`config.mk`:
```
export PLATFORM = sky130hd
export DESIGN_NAME = pamux_top
export DESIGN_NICKNAME = d
export VERILOG_FILES = /design/src/verilog/pamux_pkg.sv /design/src/verilog/pamux_qpin.sv /design/src/verilog/pamux_top.sv
export SDC_FILE = /design/constraint.sdc
export NUM_CORES = 1
export LEC_CHECK = 0
export ABC_AREA = 1
export ABC_CLOCK_PERIOD_IN_PS = 950
export BUFFER_PORTS_ARGS = -buffer_cell sky130_fd_sc_hd__buf_2
export CAP_MARGIN = 20
export CORE_ASPECT_RATIO = 0.8
export CORE_MARGIN = 1
export CORE_UTILIZATION = 41
export DETAILED_ROUTE_END_ITERATION = 10
export PLACE_DENSITY = 0.77
export SYNTH_ARGS = -nofsm -noshare
export SYNTH_HDL_FRONTEND = slang
export SYNTH_SLANG_ARGS = --single-unit
```
`constraint.sdc`:
```
create_clock -name clk_i -period 0.95 [get_ports clk_i]
set_input_delay 0.19 -clock clk_i [delete_from_list [all_inputs] [get_ports clk_i]]
set_output_delay 0.19 -clock clk_i [all_outputs]
set_load 0.01 [all_outputs]
```
`src/verilog/pamux_pkg.sv`:
```
// Package for the port 3 / port 1 alternate-function multiplexer.
// Assumes a single synchronous clock domain.
package pamux_pkg;
   localparam int PORT_W = 8;
   localparam logic [7:0] LATCH_RST = 8'hff;
   // Reset and idle levels of the pad cells
   localparam logic IN_IDLE = 1'b1;
   localparam logic OE_RST = 1'b0;
   localparam logic PAD_LOW = 1'b0;
   // Port 3 bit positions
   localparam int P3_RX_BIT = 0;
   localparam int P3_TX_BIT = 1;
   localparam int P3_EXT_INTERRUPT_ZERO_IN_BIT = 2;
   localparam int P3_EXT_INTERRUPT_ONE_IN_BIT = 3;
   localparam int P3_CNT0_BIT = 4;
   localparam int P3_CNT1_BIT = 5;
   localparam int P3_WR_BIT = 6;
   localparam int P3_RD_BIT = 7;
   // Port 1 bit positions
   localparam int P1_CC_LO_BIT = 0;
   localparam int P1_CC_N = 4;
   localparam int P1_EXT_INTERRUPT_TWO_IN_BIT = 4;
   localparam int P1_RELOAD_BIT = 5;
   localparam int P1_SYSTEM_CLOCK_OUTPUT_BIT = 6;
   localparam int P1_CNT2_BIT = 7;
endpackage

```
`src/verilog/pamux_qpin.sv`:
```
// One quasi-bidirectional pad cell with an alternate output.
// Assumes the pad wire is resolved outside from oe and out.
`timescale 1ns/1ps
`default_nettype none
module pamux_qpin
   import pamux_pkg::*;
#(
   parameter logic IDLE_LEVEL = IN_IDLE
) (
   input wire logic clk_i,
   input wire logic sys_rst_i,
   input wire logic latch_i,
   input wire logic alt_i,
   input wire logic force_i,
   input wire logic pin_i,
   output logic pin_o,
   output logic pin_oe_o,
   output logic pin_in_o
);
   logic drive_low;
   // Latch zero pulls low unless a forcing function owns the pin
   always_comb begin
      if (force_i) begin
         drive_low = ~alt_i;
      end else begin
         drive_low = ~(latch_i & alt_i);
      end
   end
   always_ff @(posedge clk_i) begin
      if (sys_rst_i) begin
         pin_oe_o <= OE_RST;
         pin_o <= PAD_LOW;
         pin_in_o <= IDLE_LEVEL;
      end else begin
         pin_oe_o <= drive_low;
         pin_o <= PAD_LOW;
         pin_in_o <= pin_i;
      end
   end
endmodule
`default_nettype wire

```
`src/verilog/pamux_top.sv`:
```
// Alternate-function multiplexer for two quasi-bidirectional ports.
// Assumes peripherals and latches sit on clk_i; pins externally resolved
// with a weak pull-up wherever the output enable is low.
// Every output is registered; pads follow the inputs one cycle late.
`timescale 1ns/1ps
`default_nettype none
module pamux_top
   import pamux_pkg::*;
(
   input wire logic clk_i,
   input wire logic sys_rst_i,
   input wire logic [PORT_W-1:0] p3_latch_i,
   input wire logic [PORT_W-1:0] p1_latch_i,
   input wire logic verify_mode_i,
   input wire logic [PORT_W-1:0] verify_addr_lo_i,
   input wire logic serial_sync_mode_i,
   input wire logic serial_rx_data_out_i,
   input wire logic serial_tx_data_i,
   input wire logic serial_shift_clk_i,
   input wire logic xmem_wr_strobe_n_i,
   input wire logic xmem_rd_strobe_n_i,
   input wire logic [P1_CC_N-1:0] compare_en_i,
   input wire logic [P1_CC_N-1:0] compare_out_i,
   input wire logic system_clock_output_en_i,
   input wire logic system_clock_output_i,
   input wire logic [PORT_W-1:0] p3_pin_i,
   output logic [PORT_W-1:0] p3_pin_o,
   output logic [PORT_W-1:0] p3_pin_oe_o,
   input wire logic [PORT_W-1:0] p1_pin_i,
   output logic [PORT_W-1:0] p1_pin_o,
   output logic [PORT_W-1:0] p1_pin_oe_o,
   output logic [PORT_W-1:0] p3_read_o,
   output logic [PORT_W-1:0] p1_read_o,
   output logic serial_rx_in_o,
   output logic ext_interrupt_zero_in_o,
   output logic ext_interrupt_one_in_o,
   output logic counter_zero_event_in_o,
   output logic counter_one_event_in_o,
   output logic [P1_CC_N-1:0] irq_capcomp_in_o,
   output logic ext_interrupt_two_in_o,
   output logic timer_two_reload_trigger_o,
   output logic counter_two_event_in_o
);
   logic [PORT_W-1:0] p3_alt;
   logic [PORT_W-1:0] p1_alt;
   logic [PORT_W-1:0] p1_force;
   logic [PORT_W-1:0] p1_latch_eff;
   // Pad levels after each cell's input flop
   logic [PORT_W-1:0] p3_in_sync;
   logic [PORT_W-1:0] p1_in_sync;

   // First port alternate output values; input-only functions idle high
   always_comb begin
      p3_alt = '1;
      p3_alt[P3_RX_BIT] = serial_sync_mode_i ?
                          serial_rx_data_out_i : 1'b1;
      p3_alt[P3_TX_BIT] = serial_sync_mode_i ?
                          serial_shift_clk_i : serial_tx_data_i;
      p3_alt[P3_WR_BIT] = xmem_wr_strobe_n_i;
      p3_alt[P3_RD_BIT] = xmem_rd_strobe_n_i;
   end

   // Second port alternate outputs; verify mode presents low address
   always_comb begin
      p1_alt = '1;
      p1_force = '0;
      p1_latch_eff = p1_latch_i;
      for (int i = 0; i < P1_CC_N; i++) begin
         if (compare_en_i[i]) begin
            p1_alt[P1_CC_LO_BIT + i] = compare_out_i[i];
            p1_force[P1_CC_LO_BIT + i] = 1'b1;
         end
      end
      if (system_clock_output_en_i) begin
         p1_alt[P1_SYSTEM_CLOCK_OUTPUT_BIT] = system_clock_output_i;
      end
      if (verify_mode_i) begin
         p1_alt = verify_addr_lo_i;
         p1_force = '1;
      end
   end

   // One pad cell per pin; the first port has no forced functions
   genvar g;
   generate
      for (g = 0; g < PORT_W; g++) begin : g_pins
         pamux_qpin u_p3 (
            .clk_i(clk_i),
            .sys_rst_i(sys_rst_i),
            .latch_i(p3_latch_i[g]),
            .alt_i(p3_alt[g]),
            .force_i(1'b0),
            .pin_i(p3_pin_i[g]),
            .pin_o(p3_pin_o[g]),
            .pin_oe_o(p3_pin_oe_o[g]),
            .pin_in_o(p3_in_sync[g])
         );
         pamux_qpin u_p1 (
            .clk_i(clk_i),
            .sys_rst_i(sys_rst_i),
            .latch_i(p1_latch_eff[g]),
            .alt_i(p1_alt[g]),
            .force_i(p1_force[g]),
            .pin_i(p1_pin_i[g]),
            .pin_o(p1_pin_o[g]),
            .pin_oe_o(p1_pin_oe_o[g]),
            .pin_in_o(p1_in_sync[g])
         );
      end
   endgenerate

   // Core view of the pad levels on both ports
   always_ff @(posedge clk_i) begin
      if (sys_rst_i) begin
         p3_read_o <= {PORT_W{IN_IDLE}};
      end else begin
         p3_read_o <= p3_in_sync;
      end
   end

   always_ff @(posedge clk_i) begin
      if (sys_rst_i) begin
         p1_read_o <= {PORT_W{IN_IDLE}};
      end else begin
         p1_read_o <= p1_in_sync;
      end
   end

   // First port input functions
   always_ff @(posedge clk_i) begin
      if (sys_rst_i) begin
         serial_rx_in_o <= IN_IDLE;
      end else begin
         serial_rx_in_o <= p3_in_sync[P3_RX_BIT];
      end
   end

   always_ff @(posedge clk_i) begin
      if (sys_rst_i) begin
         ext_interrupt_zero_in_o <= IN_IDLE;
      end else begin
         ext_interrupt_zero_in_o <= p3_in_sync[P3_EXT_INTERRUPT_ZERO_IN_BIT];
      end
   end

   always_ff @(posedge clk_i) begin
      if (sys_rst_i) begin
         ext_interrupt_one_in_o <= IN_IDLE;
      end else begin
         ext_interrupt_one_in_o <= p3_in_sync[P3_EXT_INTERRUPT_ONE_IN_BIT];
      end
   end

   always_ff @(posedge clk_i) begin
      if (sys_rst_i) begin
         counter_zero_event_in_o <= IN_IDLE;
      end else begin
         counter_zero_event_in_o <= p3_in_sync[P3_CNT0_BIT];
      end
   end

   always_ff @(posedge clk_i) begin
      if (sys_rst_i) begin
         counter_one_event_in_o <= IN_IDLE;
      end else begin
         counter_one_event_in_o <= p3_in_sync[P3_CNT1_BIT];
      end
   end

   // Second port input functions
   always_ff @(posedge clk_i) begin
      if (sys_rst_i) begin
         irq_capcomp_in_o <= {P1_CC_N{IN_IDLE}};
      end else begin
         irq_capcomp_in_o <= p1_in_sync[P1_CC_LO_BIT +: P1_CC_N];
      end
   end

   always_ff @(posedge clk_i) begin
      if (sys_rst_i) begin
         ext_interrupt_two_in_o <= IN_IDLE;
      end else begin
         ext_interrupt_two_in_o <= p1_in_sync[P1_EXT_INTERRUPT_TWO_IN_BIT];
      end
   end

   always_ff @(posedge clk_i) begin
      if (sys_rst_i) begin
         timer_two_reload_trigger_o <= IN_IDLE;
      end else begin
         timer_two_reload_trigger_o <= p1_in_sync[P1_RELOAD_BIT];
      end
   end

   always_ff @(posedge clk_i) begin
      if (sys_rst_i) begin
         counter_two_event_in_o <= IN_IDLE;
      end else begin
         counter_two_event_in_o <= p1_in_sync[P1_CNT2_BIT];
      end
   end
endmodule
`default_nettype wire

```
==> results of run 1 <==
## area by class of cell
type / count / area (sq um) / share of cell area
Multi-Input combinational cell: 93 / 457 / 0.191
Sequential cell: 48 / 978 / 0.408
Clock buffer: 7 / 96.3 / 0.0402
Clock inverter: 1 / 30.0 / 0.0125
Inverter: 21 / 80.1 / 0.0334
Tap cell: 57 / 71.3 / 0.0298
Timing Repair Buffer: 105 / 683 / 0.285
## flip-flops by register name, summed over array words and instances (netlist names)
signal,flops
p3_read_o,8
g_pins.u_p1.pin_in_o,8
g_pins.u_p3.pin_oe_o,8
p1_read_o,7
g_pins.u_p3.pin_in_o,8
g_pins.u_p1.pin_oe_o,8
counter_two_event_in_o,1
## kinds of logic (layout without fill, tap and decap cells)
family | count (synthesis) | after routing | share of synthesized area
DFF | 48 | 48 | 0.524
and+or+nand+nor | 64 | 64 | 0.177
AOI/OAI and AO/OA | 13 | 13 | 0.0389
buffers and inverters | 71 | 134 | 0.258
other | 1 | 16 | 0.00204
## timing repair
item,4_1_cts,5_1_grt
gates resized for setup,5,31
buffers inserted,0,0
setup endpoints to repair,10,31
## cell usage after synthesis
library cell   n  share of area
dfxtp_1       48           0.52
buf_4         45           0.18
or2_1         27          0.092
nand2_1       23          0.047
inv_1         20          0.041
a21oi_1       11          0.030
buf_6          5          0.031
nor2_1         5          0.010
or2_2          5          0.017
nand3_1        4          0.011
a21oi_2        1         0.0048
clkinv_2       1         0.0027
conb_1         1         0.0020
o21a_1         1         0.0041
## through the flow
stage               total power, mW  setup TNS [ps]  area (sq um)  worst slack (ps)  hold slack [ps]
floorplan                      2.56               0          1890               199              262
global placement               2.63               0          2110              72.0              346
detailed placement             2.64               0          2110              57.0              353
CTS                            4.20           -2.84          2250             -2.53             35.1
global route                   4.41            -456          2400             -32.4             24.3
finish                         4.19               0          2400              10.9             46.5
## power by group
part | internal [mW] | leakage [nW] | switching (mW)
Clock | 0.928 | 0.0645 | 0.612
Combinational | 0.264 | 0.786 | 0.226
Sequential | 2.12 | 0.395 | 0.0346
## worst max-delay path by stage
stage	slack [ps]	endpoint	startpoint
finish	10	p1_read_o[0]	p1_read_o[0]
global route	-30	counter_one_event_in_o	p3_read_o[5]
detailed placement	60	p3_read_o[0]	sys_rst_i
CTS	-3	p3_read_o[5]	p3_read_o[5]
floorplan	200	counter_two_event_in_o	sys_rst_i
global placement	70	p3_read_o[5]	sys_rst_i
## per-layer routing
metal / vias up / GRT usage
met1: 557 / 0.124
met4: 0 / 0.0577
met3: 4 / 0.0453
met5: - / 0
li1: 675 / -
met2: 62 / 0.223
==> summary.txt, run 1 <==
Status
  • Status: finished clean

Detailed routing
  • Post-route antenna net violation count: 0
  • Max Used Layer: met4
  • DRC errors left: 0
  • Met2 Wirelength: 1.54 mm
  • WL met3: 260 microns
  • WL met1: 1.17 mm
  • Via Count: 1,298
  • Initial DRT Pass Iterations: 4
  • Routed wire per std cell: 9.05 microns
  • Vias per cell: 3.91
  • DR iter-0 viols: 21
  • Routed Wire Length: 3.01 mm

Worst hold path
  • Hold Crit Endpoint: g_pins[3].u_p3.pin_oe_o
  • Hold_sp: p3_latch_i[3]
  • Worst hold-check path type: input port to flip-flop
  • Hold Path Stages: 2

Final layout
  • Antenna fix cells: 0
  • Commonest non-fill, non-tap cell in the layout: buf_2
  • Number of fill cells: 397
  • Final #Nets: 333
  • Final Util: 0.566
  • Layout cells sized above 1: 0.487
  • Count of non-filler cells in the finished layout: 332
  • Most frequent cells in the layout: buf_2, dfxtp_1, or2_1
  • Area grow syn2layout: 30.5%

Worst setup path
  • Crit path max fanout: 2
  • Crit path max-delay cell type: dfxtp_2
  • R2R cell count: 1
  • Worst setup path category: flip-flop to output port
  • CP delay by family, top: flip-flops
  • Critical Path RT: 760 ps
  • Worst Setup Start Kind: flip-flop
  • WP data arrival: 750 ps
  • Reg2Reg Setup Slack: 280 ps
  • End of the worst register-to-register path: p3_read_o[2]
  • Slowest stage delay, CP: 360 ps
  • Critical path depth: 1
  • FF-to-FF Start: g_pins[2].u_p3.pin_in_o
  • Worst path cell trace: buf_6
  • CP endpoint kind: output port
  • CP Buf/Inv Count: 1

Logic synthesis
  • Synthesized flop and latch total: 48
  • Synth warn: 0
  • Syn Area/Cell: 9.32 sq um
  • Mapped Cells: 197
  • Register area share after synthesis: 0.524
  • Yosys cell types: 14
  • Syn Std Cell Area: 0.00184 sq mm

Timing
  • Fmax: 1060 MHz
  • Crit share post-route: 0.989
  • RSZ-0062 raised after global routing: true
  • Minimum clock period: 939 ps
  • Hold Fails Final Rpt: 0
  • Clock skew: 0.612 ps
  • # setup viols final: 0
  • Final slew viol count: 0

Clocking
  • CTS Sinks: 48
  • Root Buffer: clkbuf_8
  • H-Tree Depth: 2
  • Worst-Skew Late Latency: 280 ps
  • Clk buf depth: 2
  • Hold_buf cts: 0
  • Clock slew at reported path FFs: 80 ps
  • CTS tree: built
  • Num CTS Buffers: 5

Power
  • P_leak: 1.25 nW
  • Power per cell area: 1750 mW/mm^2
  • Worst vdd ir: 1.13 mV

GRT
  • Gr usage total: 0.120
  • Vias in the first global route: 1,063
  • Largest net degree at the start of global routing: 33
  • Global route overflow: 0
  • Initial antenna violation count: 0
  • Global-route wire length before repair: 4.32 mm

Floorplan
  • Core Area: 0.00423 sq mm
  • Die X-Extent: 76.8 microns
  • Ports: 119
  • Die height: 61.8 microns
  • FP Rows: 21
  • Starting Density: 0.434
  • Die area: 0.00475 sq mm

Placement
  • RD Place Congestion: 0.715
  • Total placed cells including tap cells: 324
  • PortBufs: 102
  • Hpwl dp: 2.21 mm

Job
  • Max_cap viols: 0
Power figures use the tool's default switching activity.
==> inputs of run 2 (changes only) <==
Settings changed: CORE_ASPECT_RATIO 0.8 to 1.25.
==> run 2 against run 1 <==
  * Clock-buffer cell count unchanged
  * Register-to-register slack about the same
  * Routed wire length decreased by 1.5%
  * Critical endpoint is now p1_read_o[5]
  * Largest power group unchanged
==> summary.txt, run 2 (synthesis gave the netlist of run 1 again) <==
Floorplan
  • Ports: 119 (unchanged)
  • Die height: 76.8 microns (was 61.8 microns)
  • Core Area: 0.00420 sq mm (was 0.00423 sq mm)
  • Starting Density: 0.437 (was 0.434)
  • Die X-Extent: 61.8 microns (was 76.8 microns)
  • Die area: 0.00475 sq mm (unchanged)
  • FP Rows: 26 (was 21)

Clocking
  • CTS resizes: 8 (was 5)
  • Clk buf depth: 2 (unchanged)
  • Worst-Skew Late Latency: 290 ps (was 280 ps)
  • Root Buffer: clkbuf_8 (unchanged)
  • Setup Fix Bufs, Post-CTS: 0 (unchanged)
  • Hold_buf cts: 0 (unchanged)
  • CTS Sinks: 48 (unchanged)
  • Num CTS Buffers: 5 (unchanged)
  • Clock slew at reported path FFs: 80 ps (about the same)
  • CTS tree: built (unchanged)
  • H-Tree Depth: 2 (unchanged)

Detailed routing
  • Vias per cell: 3.89 (was 3.91)
  • DR iter-0 viols: 36 (was 21)
  • Via Count: 1,294 (was 1,298)
  • Post-route antenna net violation count: 0 (unchanged)
  • Routed Wire Length: 2.96 mm (was 3.01 mm)
  • Initial DRT Pass Iterations: 3 (was 4)
  • DRC errors left: 0 (unchanged)
  • Routed wire per std cell: 8.89 microns (was 9.05 microns)

Worst hold path
  • Hold_sp: p3_latch_i[4] (was p3_latch_i[3])
  • Worst hold-check path type: input port to flip-flop (unchanged)

Timing
  • Crit share post-route: 0.991 (was 0.989)
  • Fmax: 1060 MHz (about the same)
  • Setup TNS Final: 0 ps (unchanged)
  • Slack of the critical path: 8.82 ps (was 10.9 ps)
  • Minimum clock period: 941 ps (was 939 ps)
  • Final slew viol count: 0 (unchanged)
  • Clock skew: 1.39 ps (was 0.612 ps)
  • # setup viols final: 0 (unchanged)
  • Hold slack: 42.2 ps (was 46.5 ps)
  • RSZ-0062 raised after global routing: true (unchanged)
  • Hold Fails Final Rpt: 0 (unchanged)

GRT
  • Met1 usage: 0.102 (was 0.124)
  • Global route overflow: 0 (unchanged)
  • Global-route wire length before repair: 4.24 mm (was 4.32 mm)
  • Gr usage total: 0.123 (was 0.120)
  • GR met2 Demand/Resource: 0.228 (was 0.223)
  • Vias in the first global route: 1,086 (was 1,063)
  • GR Layer Usage met3: 0.0590 (was 0.0453)
  • GRT Max-Usage Layer: met2 (unchanged)
  • Largest net degree at the start of global routing: 16 (was 33)
  • Initial antenna violation count: 0 (unchanged)

Power
  • Sequential share of power: 0.564 (was 0.515)
  • Part of the power in combinational logic: 0.126 (was 0.117)
  • Sw Ratio: 0.224 (was 0.208)
  • Worst vdd ir: 1.04 mV (was 1.13 mV)
  • P_leak: 1.20 nW (was 1.25 nW)
  • Power per cell area: 1640 mW/mm^2 (was 1750 mW/mm^2)
  • Switching power: 0.859 mW (was 0.872 mW)
  • Int Power: 2.98 mW (was 3.32 mW)
  • Clock Power Share: 0.311 (was 0.368)
  • Total Power Consumption: 3.83 mW (was 4.19 mW)

Final layout
  • Antenna fix cells: 0 (unchanged)
  • Layout cells sized above 1: 0.509 (was 0.487)
  • Most frequent cells in the layout: buf_2, dfxtp_1, or2_1 (unchanged)
  • Final Util: 0.558 (was 0.566)
  • Final #Nets: 335 (was 333)
  • Area grow syn2layout: 27.5% (was 30.5%)
  • Commonest non-fill, non-tap cell in the layout: buf_2 (unchanged)

Worst setup path
  • Crit path max-delay cell type: dfxtp_2 (unchanged)
  • WP data arrival: 750 ps (about the same)
  • FF-to-FF Start: g_pins[0].u_p3.pin_in_o (was g_pins[2].u_p3.pin_in_o)
  • CP delay by family, top: flip-flops (unchanged)
  • Critical Path RT: 760 ps (about the same)
  • CP endpoint kind: output port (unchanged)
  • Worst setup path category: flip-flop to output port (unchanged)
  • Worst Setup Start Kind: flip-flop (unchanged)
  • Slowest stage delay, CP: 360 ps (about the same)
  • CP Launch Point: p1_read_o[5] (was p1_read_o[0])
  • Worst path cell trace: buf_6 (unchanged)
  • Crit path max fanout: 2 (unchanged)
  • CP Buf/Inv Count: 1 (unchanged)

Placement
  • Hpwl dp: 2.25 mm (was 2.21 mm)
  • RD Place Congestion: 0.675 (was 0.715)
  • DP Worst Slack: 3.21 ps (was 57.0 ps)
  • PortBufs: 102 (unchanged)

Status
  • Status: finished clean (unchanged)

Job
  • Max_cap viols: 0 (unchanged)
[run 2: cell types whose count changed in the layout (fill, tap and decap cells not counted)]
cell	change
dfxtp_1	-6
dfxtp_2	+6
buf_2	+5
buf_6	-5
buf_4	+3
buf_12	-1
bufinv_16	-1
clkbuf_1	+1
clkbuf_8	-1
clkinvlp_4	+1
[run 2: path summary, 6_finish.rpt]
kind	endpoint	slack [ps]	cells after the start
worst max-delay path	p1_read_o[5]	9	1
worst min-delay path	g_pins[4].u_p3.pin_oe_o	40	2
worst max register to register	p3_read_o[0]	270	1
worst min register to register	p1_read_o[2]	410	1
[run 2: metrics by stage]
stage / instance area (sq um) / cells
2_1_floorplan: 1890 / 212
3_3_place_gp: 2120 / 325
3_5_place_dp: 2120 / 325
4_1_cts: 2220 / 333
5_1_grt: 2340 / 333
6_report: 2340 / 333
[run 2: layer usage]
metal  up-vias  routed length, microns
met5         -                       0
met4         0                      16
met3         2                     269
met2        62                    1630
met1       551                    1050
li1        679                       -
[run 2: final cells by class]
class                   count  area, sq um
clock buffers               7         86.3
inverters                  21         80.1
repair buffers            107          654
well taps                  56         70.1
flip-flops and latches     48          986
clock inverters             1         7.51
fillers                   385         1860
multi-input cells          93          457
[run 2: power groups by stage]
stage / sequential [mW] / combinational [mW] / clock, mW
after floorplan: 2.20 / 0.352 / 0
after global placement: 2.19 / 0.439 / 0
after detailed placement: 2.19 / 0.446 / 0
after CTS: 2.15 / 0.447 / 1.25
after global routing: 2.17 / 0.547 / 1.36
final: 2.16 / 0.482 / 1.19
